==> src/design/chfp_pkg.sv <==
// constants shared by the configuration host/flash port
package chfp_pkg;
  localparam int unsigned DATA_W      = 32;
  localparam int unsigned SEL_W       = 4;
  localparam int unsigned STRAP_W     = 3;
  localparam int unsigned STRAP_TEST  = 0;
  localparam int unsigned CLK_HZ      = 40_000_000;
  localparam int unsigned SCK_HZ      = 5_000_000;
  // half period of the flash serial clock in system cycles
  localparam int unsigned SCK_HALF    = CLK_HZ / (2 * SCK_HZ);
  localparam int unsigned DIV_W       = 8;
  localparam logic [DIV_W-1:0] DIV_LAST = DIV_W'(SCK_HALF - 1);
  localparam logic [SEL_W-1:0] SEL_NONE = 4'hF;
  localparam logic [DATA_W-1:0] DATA_ZERO = 32'h0000_0000;

  // port mode, one-hot
  typedef enum logic [2:0] {
    CHFP_IDLE  = 3'b001,
    CHFP_HOST  = 3'b010,
    CHFP_FLASH = 3'b100
  } chfp_mode_t;
endpackage

==> src/design/chfp_sync.sv <==
// two-flop synchroniser for a vector of asynchronous levels
`timescale 1ns/1ps
`default_nettype none
module chfp_sync #(
  parameter int unsigned W = 1
) (
  input  wire logic         clk_sys_i,
  input  wire logic         rst_n_i,
  input  wire logic [W-1:0] async_i,
  output logic      [W-1:0] sync_o
);
  logic [W-1:0] meta_q;

  // first stage read only by the second
  always_ff @(posedge clk_sys_i or negedge rst_n_i) begin
    if (!rst_n_i) begin
      meta_q <= '0;
      sync_o <= '0;
    end else begin
      meta_q <= async_i;
      sync_o <= meta_q;
    end
  end
endmodule
`default_nettype wire

==> src/design/chfp_port.sv <==
// shared host/flash loading port of the configuration unit
// Behaviour
// in flash mode the port makes the flash serial clock itself by dividing its own clock.
// the port can pause a flash transfer with the low-active pause line, timed to the serial clock.
// four low-active flash selects; single mode uses bit 0, quad mode drives one per device.
// the shared 32-bit bus belongs to only one mode at a time.
// host-mode transfers are sampled on edges of the host-supplied clock.
// the host selects the port by pulling the select low; high means deselected.
// read-back valid is high exactly in the host cycles that carry read-back data.
// status outputs come straight from registers reset to zero and rise cleanly.
// no assumption is made about the first edge of the host clock.
// the bus is released whenever no read-back data is driven.
// with test strap bit 0 high the host select is gated off.
`timescale 1ns/1ps
`default_nettype none
module chfp_port
(
  input  wire logic                      clk_sys_i,
  input  wire logic                      rst_n_i,
  // pins
  input  wire logic                      host_clk_i,
  input  wire logic                      host_port_select_n_i,
  input  wire logic [chfp_pkg::STRAP_W-1:0] test_strap_i,
  input  wire logic [chfp_pkg::DATA_W-1:0]  dq_i,
  output logic      [chfp_pkg::DATA_W-1:0]  dq_o,
  output logic      [chfp_pkg::DATA_W-1:0]  dq_oe_n_o,
  output logic                           dq_valid_o,
  output logic                           flash_sck_o,
  output logic                           flash_pause_n_o,
  output logic      [chfp_pkg::SEL_W-1:0]   flash_select_n_o,
  // core side
  input  wire logic                      flash_mode_i,
  input  wire logic                      flash_quad_i,
  input  wire logic [1:0]                flash_dev_i,
  input  wire logic                      flash_start_i,
  input  wire logic                      flash_stop_i,
  input  wire logic                      flash_pause_req_i,
  input  wire logic                      rb_valid_i,
  input  wire logic [chfp_pkg::DATA_W-1:0]  rb_data_i,
  output logic                           rb_taken_o,
  output logic                           wr_valid_o,
  output logic      [chfp_pkg::DATA_W-1:0]  wr_data_o,
  output logic                           host_active_o,
  output logic                           flash_active_o
);
  import chfp_pkg::*;

  // synchronised pin levels
  logic                 hclk_s;
  logic                 hsel_n_s;
  logic [STRAP_W-1:0]   strap_s;
  logic [DATA_W-1:0]    dq_s;

  chfp_sync #(.W(2 + STRAP_W)) u_sync_ctl (
    .clk_sys_i (clk_sys_i),
    .rst_n_i   (rst_n_i),
    .async_i   ({host_clk_i, host_port_select_n_i, test_strap_i}),
    .sync_o    ({hclk_s, hsel_n_s, strap_s})
  );

  chfp_sync #(.W(DATA_W)) u_sync_dq (
    .clk_sys_i (clk_sys_i),
    .rst_n_i   (rst_n_i),
    .async_i   (dq_i),
    .sync_o    (dq_s)
  );

  // registers
  chfp_mode_t           mode_q;
  chfp_mode_t           mode_d;
  logic                 hclk_q;
  logic [DIV_W-1:0]     div_q;
  logic                 sck_q;
  logic                 pause_n_q;
  logic [SEL_W-1:0]     sel_n_q;
  logic [DATA_W-1:0]    dq_q;
  logic [DATA_W-1:0]    oe_n_q;
  logic                 valid_q;
  logic                 taken_q;
  logic                 wr_valid_q;
  logic [DATA_W-1:0]    wr_data_q;
  logic                 host_act_q;
  logic                 flash_act_q;
  logic [1:0]           fill_q;

  // host select counts only in functional strap mode
  wire host_sel   = !hsel_n_s && !strap_s[STRAP_TEST];   // see R6
  // edges count only once synchroniser and edge flop both hold real
  // pin levels, so the host clock may start high or low
  wire hclk_rise  = hclk_s && !hclk_q && (&fill_q);      // see R5
  wire div_wrap   = (div_q == DIV_LAST);
  wire sck_fall   = div_wrap && sck_q;
  wire in_host    = (mode_q == CHFP_HOST);
  wire in_flash   = (mode_q == CHFP_FLASH);
  wire drive_rb   = in_host && hclk_rise && rb_valid_i;
  wire [SEL_W-1:0] sel_onehot = SEL_W'(1) << flash_dev_i;
  // single mode always uses select 0
  wire [SEL_W-1:0] sel_pick  = flash_quad_i ? ~sel_onehot : 4'hE;

  // mode arbitration; one owner of the bus at a time
  always_comb begin
    mode_d = mode_q;
    case (mode_q)
      CHFP_IDLE: begin
        if (flash_mode_i && flash_start_i) begin
          mode_d = CHFP_FLASH;
        end else if (!flash_mode_i && host_sel) begin
          mode_d = CHFP_HOST;
        end
      end
      CHFP_HOST: begin
        if (!host_sel) begin
          mode_d = CHFP_IDLE;
        end
      end
      CHFP_FLASH: begin
        if (flash_stop_i && sck_fall) begin
          mode_d = CHFP_IDLE;
        end
      end
      default: begin
        mode_d = CHFP_IDLE;
      end
    endcase
  end

  always_ff @(posedge clk_sys_i or negedge rst_n_i) begin
    if (!rst_n_i) begin
      mode_q      <= CHFP_IDLE;
      hclk_q      <= 1'b0;
      fill_q      <= 2'h0;
    end else begin
      mode_q      <= mode_d;
      hclk_q      <= hclk_s;
      if (!(&fill_q)) begin
        fill_q <= fill_q + 2'h1;
      end
    end
  end

  // serial clock divider, runs only while flash owns the port
  always_ff @(posedge clk_sys_i or negedge rst_n_i) begin
    if (!rst_n_i) begin
      div_q <= '0;
      sck_q <= 1'b0;
    end else if (in_flash) begin
      div_q <= div_wrap ? '0 : div_q + 1'b1;
      if (div_wrap) begin
        sck_q <= !sck_q;
      end
    end else begin
      div_q <= '0;
      sck_q <= 1'b0;
    end
  end

  // pause and selects change only while the serial clock is low,
  // so the flash samples them cleanly on the next rising edge
  always_ff @(posedge clk_sys_i or negedge rst_n_i) begin
    if (!rst_n_i) begin
      pause_n_q <= 1'b1;
      sel_n_q   <= SEL_NONE;
    end else if (!in_flash) begin
      pause_n_q <= 1'b1;
      sel_n_q   <= SEL_NONE;
    end else if (sel_n_q == SEL_NONE) begin
      // selects drop on entry; pause waits for a serial clock fall
      sel_n_q   <= sel_pick;
    end else if (sck_fall) begin
      // a stop always leaves the flash out of pause
      pause_n_q <= !(flash_pause_req_i && !flash_stop_i);
      sel_n_q   <= sel_pick;
    end
  end

  // host read-back drive and write capture on host clock edges
  always_ff @(posedge clk_sys_i or negedge rst_n_i) begin
    if (!rst_n_i) begin
      dq_q       <= DATA_ZERO;
      oe_n_q     <= '1;
      valid_q    <= 1'b0;
      taken_q    <= 1'b0;
      wr_valid_q <= 1'b0;
      wr_data_q  <= DATA_ZERO;
    end else begin
      taken_q    <= drive_rb;
      wr_valid_q <= 1'b0;
      if (!in_host) begin
        oe_n_q  <= '1;                                     // see R4
        valid_q <= 1'b0;
      end else if (hclk_rise) begin
        valid_q <= rb_valid_i;
        oe_n_q  <= rb_valid_i ? '0 : '1;
        dq_q    <= rb_valid_i ? rb_data_i : DATA_ZERO;
        if (!rb_valid_i && oe_n_q[0]) begin
          wr_valid_q <= 1'b1;
          wr_data_q  <= dq_s;
        end
      end
    end
  end

  // status flags, registered and zero from reset
  always_ff @(posedge clk_sys_i or negedge rst_n_i) begin
    if (!rst_n_i) begin
      host_act_q  <= 1'b0;
      flash_act_q <= 1'b0;
    end else begin
      host_act_q  <= in_host;
      flash_act_q <= in_flash;
    end
  end

  assign dq_o             = dq_q;
  assign dq_oe_n_o        = oe_n_q;
  assign dq_valid_o       = valid_q;
  assign flash_sck_o      = sck_q;
  assign flash_pause_n_o  = pause_n_q;
  assign flash_select_n_o = sel_n_q;
  assign rb_taken_o       = taken_q;
  assign wr_valid_o       = wr_valid_q;
  assign wr_data_o        = wr_data_q;
  assign host_active_o    = host_act_q;
  assign flash_active_o   = flash_act_q;
endmodule
`default_nettype wire

==> config.mk <==
export PLATFORM = sky130hd
export DESIGN_NAME = chfp_port
export DESIGN_NICKNAME = d
export VERILOG_FILES = /design/src/design/chfp_pkg.sv /design/src/design/chfp_sync.sv /design/src/design/chfp_port.sv
export SDC_FILE = /design/constraint.sdc
export NUM_CORES = 1
export LEC_CHECK = 0
export BUFFER_PORTS_ARGS = -buffer_cell sky130_fd_sc_hd__buf_2
export CAP_MARGIN = 30
export CORE_ASPECT_RATIO = 0.6
export CORE_MARGIN = 5
export CORE_UTILIZATION = 30
export DETAILED_ROUTE_END_ITERATION = 10
export PLACE_DENSITY = 0.53
export SETUP_SLACK_MARGIN = 0.2
export SYNTH_ARGS = -nofsm -noshare
export SYNTH_HDL_FRONTEND = slang
export SYNTH_SLANG_ARGS = --single-unit
==> constraint.sdc <==
create_clock -name clk_sys_i -period 2.44 [get_ports clk_sys_i]
set_input_delay 0.122 -clock clk_sys_i [delete_from_list [all_inputs] [get_ports clk_sys_i]]
set_output_delay 0.122 -clock clk_sys_i [all_outputs]
set_load 0.005 [all_outputs]
After elaboration in Yosys (flattened, before gate mapping)
Index checks and enable logic that the tools add are counted.

Register bits after elaboration: 195.

Add/sub/neg operators: 2. Eq/ne operators: 13. Shifts and indexed selects: 1. Multiplexer cells: 25. Bitwise operators: 1. Reductions and logical operators: 24.

Operators with widths (number): $mux W32 (4); $mux W4 (4); $mux W8 (2); $mux W3 (4); $logic_and A1 B1 Y1 (11); $mux W1 (10); $ne A2 B2 Y1 const B (5); $pmux W3 S3 (1); $add A8 B1 Y8 const B (1); $eq A8 B2 Y1 const B (1); $logic_not A1 Y1 (8); $reduce_and A2 Y1 (3); $reduce_and A3 Y1 (2); $eq A4 B4 Y1 const B (1); $not A4 Y4 (1); $shl A1 B2 Y4 const A (1); $eq A3 B1 Y1 const B (1); $eq A3 B2 Y1 const B (1); $eq A3 B3 Y1 const B (1); $ne A3 B2 Y1 const B (1); $ne A3 B3 Y1 const B (1); $add A2 B1 Y2 const B (1); $ne A2 B1 Y1 const B (1).

Logic depth before layout (Yosys ltp)
Word-level depth: 6. Gate-level depth with buffers: 7.

Hierarchy
A second synthesis with hierarchy kept.

Cells, all modules: 429. Area total of the unflattened synthesis: 5880.6 sq um.

By module, submodules not included: chfp_port (times used 1, cells an instance 355, area each 4028.9 sq um); chfp_sync at u_sync_dq (times used 1, cells an instance 64, area each 1601.5 sq um); chfp_sync at u_sync_ctl (times used 1, cells an instance 10, area each 250.2 sq um).

Worst setup path after synthesis
No wires, ideal clock.

Kind: reg-to-reg. Start: register mode_q[1]. End: register wr_data_q[12], in the netlist wr_data_o[12]. Setup time: 0.125 ns. Arrival: 2.004 ns. Data required time: 2.315 ns. Path slack: 0.312 ns. Stages on the path, launching flop included: 7. Buffers on the path: 2. Cell sequence: dfrtp_1 or3b_1 or2_1 buf_2 nor3b_4 buf_6 mux2_2.

Cells in the longest elaborated chain, start to end: 2.

Ends and longest elaborated chain: start: declaration (line chfp_port.sv:69) `chfp_mode_t mode_q;`; start signal: assignment (line chfp_port.sv:133) `mode_q <= mode_d;`; $eq A3 B2 Y1 (line chfp_port.sv:93) `wire in_host = (mode_q == CHFP_HOST);`; $reduce_and A3 Y1 (no line); end signal: assignment (line chfp_port.sv:197) `wr_data_q <= dq_s;`; end: declaration (line chfp_port.sv:81) `logic [DATA_W-1:0] wr_data_q;`.

No other way between the ends. A chain may end at the register's enable or synchronous reset.

Final worst setup path
Start: register mode_q[1]. End: register wr_data_q[24], in the netlist wr_data_o[24].

The elaborated chain is that of the path after synthesis.

==> flow_metrics.env <==
export IMPL_ant_nets=0
export IMPL_clock_sinks=160
export IMPL_slew_violations=0
export IMPL_finalSetupViolations=0
export IMPL_numCtsBuffers=17
export IMPL_peakVddDrop_v=0.0003438
export IMPL_worstPathRequired_ns=2.74
export IMPL_ios=186
export IMPL_synth_cell_type_count=36
export IMPL_tns_ns=0
export IMPL_synthToLayoutAreaGrowth_pct=42.57
export IMPL_setup_slack_ns=0.2641
export IMPL_fillers=1667
export IMPL_power_density_nw_per_um2=813.5
export IMPL_io_buffers=183
export IMPL_die_w_um=186.0
export IMPL_dieArea_um2=21500
export IMPL_synth_seq_area_share_pct=71.97
export IMPL_firstDrtPassIters=5
export IMPL_drtIter0Drc=131
export IMPL_netlist_instances=409
export IMPL_synth_adder_area_share_pct=0.4488
export IMPL_timing_final_crit_share_pct=89.17
export IMPL_yosysWarnings=0
export IMPL_grtUsageTotal_pct=11.79
export IMPL_place_ws_ns=0.2563
export IMPL_cts_root_buf="clkbuf_16"
export IMPL_status="finished, final reports clean"
export IMPL_drt_wl_total_mm=12.96
export IMPL_clock_latency_ns=0.41
export IMPL_crit_type="reg -> reg"
export IMPL_critPathMaxFanout=8
export IMPL_grt_pass1_wl_mm=19.58
export IMPL_worst_pin_slew_ns=0.7153
export IMPL_synth_most_common_cell="dfrtp_1"
export IMPL_p_leak_uw=0.003843
export IMPL_synthArstFlopShare_pct=100.0
export IMPL_nNetsFinal=728
export IMPL_gr_total_overflow=0
export IMPL_synth_simple_area_share_pct=11.83
export IMPL_cp_end_kind="register"
export IMPL_fin_skew_ns=0.008119
export IMPL_fin_total_pwr_uw=6466
export IMPL_clk_path_buf_depth=2
export IMPL_antenna_found_initial=2
export IMPL_synth_top_family_by_area="simple AND/OR/NAND/NOR gates"
export IMPL_synth_area_leader_cell="dfrtp_1"
export IMPL_yosys_most_used_dff="dfrtp_1"
export IMPL_syn_area_um2=5575
export IMPL_post_route_util_pct=43.77
export IMPL_min_period_ns=2.176
export IMPL_hp_class="in -> reg"
export IMPL_maxCapViolCount=0
export IMPL_syn_nets=490
export IMPL_fp_dieH_um=115.6
export IMPL_core_um2=18160
export IMPL_hold_viol=0
export IMPL_num_rows=38
export IMPL_synth_top_cell_area_share_pct=68.67
export IMPL_grt_pass1_vias=3819
export IMPL_drc=0
export IMPL_cts_tree="built"
export IMPL_ys_top_cells_by_count="153 x dfrtp_1, 72 x nand2_1, 39 x nand3_1"
export IMPL_syn_avg_cell_area_um2=13.63
export IMPL_synth_xor_area_share_pct=1.257
export IMPL_synth_area_leaders="dfrtp_1 69%, mux2_2 7.1%, nand2_1 4.8%"
export IMPL_arrival_ns=2.47
export IMPL_slew_headroom_pct=52.31
export IMPL_max_freq_mhz=459.6
export IMPL_start_util_pct=30.70
export IMPL_cts_htree_levels=4
export IMPL_grt_max_degree=79
export IMPL_routedWlPerCell_um=14.38
export IMPL_gp_congestion=0.7910
export IMPL_crit_path_start_kind="register"
export IMPL_yosys_register_bits=160
export IMPL_vias_per_cell=4.214
export IMPL_synth_compound_area_share_pct=1.055
export IMPL_synthMuxAreaShare_pct=7.630
export IMPL_path_clk_slew_ns=0.06
export IMPL_rsz0062_at_grt="no"
export IMPL_layout_drive_gt1_share_pct=41.19
export IMPL_vias=3797
export IMPL_synth_edff_count=0
export IMPL_hpwl_mm=8.388
## flip-flops by register name, summed over array words and instances (netlist names), 2 cells and up
register,count
wr_data_o,32
flash_select_n_o,4
u_sync_ctl.meta_q,3
fill_q,2
div_q,8
u_sync_ctl.sync_o,3
mode_q,3
dq_o,32
u_sync_dq.sync_o,32
u_sync_dq.meta_q,32
## metrics by stage
stage	hold slack, ns	cell area (um2)	std cells
final	0.04025	7949	901
after CTS	0.01077	7863	892
after global routing	0.05157	7946	900
after global placement	0.2009	6574	793
after detailed placement	0.2116	6574	793
after floorplan	-0.1736	5575	409
## power breakdown
part / internal (uW) / total (uW) / switching (uW)
combinational: 364 / 696 / 332
clock: 1640 / 2700 / 1060
sequential: 2940 / 3070 / 139
total: 4940 / 6470 / 1530
## layout make-up
type / count / area [um2] / share of cell area [%]
diodes: 3 / 7.507 / 0.09444
clock inverters: 12 / 158.9 / 1.999
repair buffers: 264 / 1769 / 22.26
inverters: 4 / 15.01 / 0.1889
clock buffers: 18 / 439.2 / 5.525
flip-flops and latches: 160 / 4013 / 50.48
multi-input cells: 200 / 1246 / 15.68
well taps: 240 / 300.3 / 3.778
## worst max-delay path, cell delays in order, from the launching register on
cell and delay (ns):
dfrtp_1 0.42, or3b_4 0.43, or2_4 0.28, nor3b_4 0.26
buf_6 0.16, clkbuf_16 0.17, mux2_2 0.33
## repair_timing
action | CTS | global route
hold endpoints to repair | 142 | 0
endpoints found under the setup margin | 0 | 29
gates resized for setup | 0 | 4
hold buffers | 69 | 0
buffers inserted | 0 | 4
## logic make-up after synthesis
kind of cell	after synthesis
flops	160
mux	38
xor+xnor	8
buf+inv	49
simple gates	143
fa+ha+maj	2
compound gates	9
## cells in the final DEF (no fill, tap or decap), types with 2 or more instances in the layout
master           n
diode_2          3
inv_6            2
clkinv_2         3
mux2_2          35
nand2_1         72
dfstp_2          7
nor3_1           3
dlygate4sd3_1   69
nand3_1         39
o21ai_0          2
buf_6            2
a21oi_1          2
buf_2          182
xor2_1           6
nand4_1          2
xnor2_1          2
inv_1            3
nor2_1          11
bufinv_16        3
clkbuf_16       18
mux2i_1          2
ha_1             2
clkinv_4         2
buf_12           3
nand3b_1         2
dfrtp_1        153
buf_4            6
nor4b_1          3
and3_1           3
## path summary, 6_finish.rpt
path | endpoint | cells past startpoint | start | slack [ns]
max | wr_data_o[24]$_DFFE_PN0P_ | 6 | mode_q[1]$_DFFE_PN0P_ | 0.26
min | flash_pause_n_o$_DFFE_PN1P_ | 3 | flash_stop_i | 0.04
max reg2reg | wr_data_o[24]$_DFFE_PN0P_ | 6 | mode_q[1]$_DFFE_PN0P_ | 0.26
min reg2reg | u_sync_dq.sync_o[18]$_DFF_PN0_ | 0 | u_sync_dq.meta_q[18]$_DFF_PN0_ | 0.34
max in group asynchronous | flash_select_n_o[3]$_DFFE_PN1P_ | 3 | rst_n_i | 1.34
min in group asynchronous | u_sync_dq.meta_q[0]$_DFF_PN0_ | 2 | rst_n_i | 0.33
## layer usage
| metal | GRT usage, % | routed length, um | up-vias | share of wire [%] |
|---|---|---|---|---|
| li1 | - | - | 1804 | - |
| met1 | 15.87 | 6202 | 1843 | 48 |
| met2 | 17.62 | 5574 | 140 | 43 |
| met3 | 4.423 | 1062 | 10 | 8.2 |
| met4 | 4.221 | 115 | 0 | 0.89 |
| met5 | 0 | 0 | - | 0 |
Power figures use the tool's default switching activity.
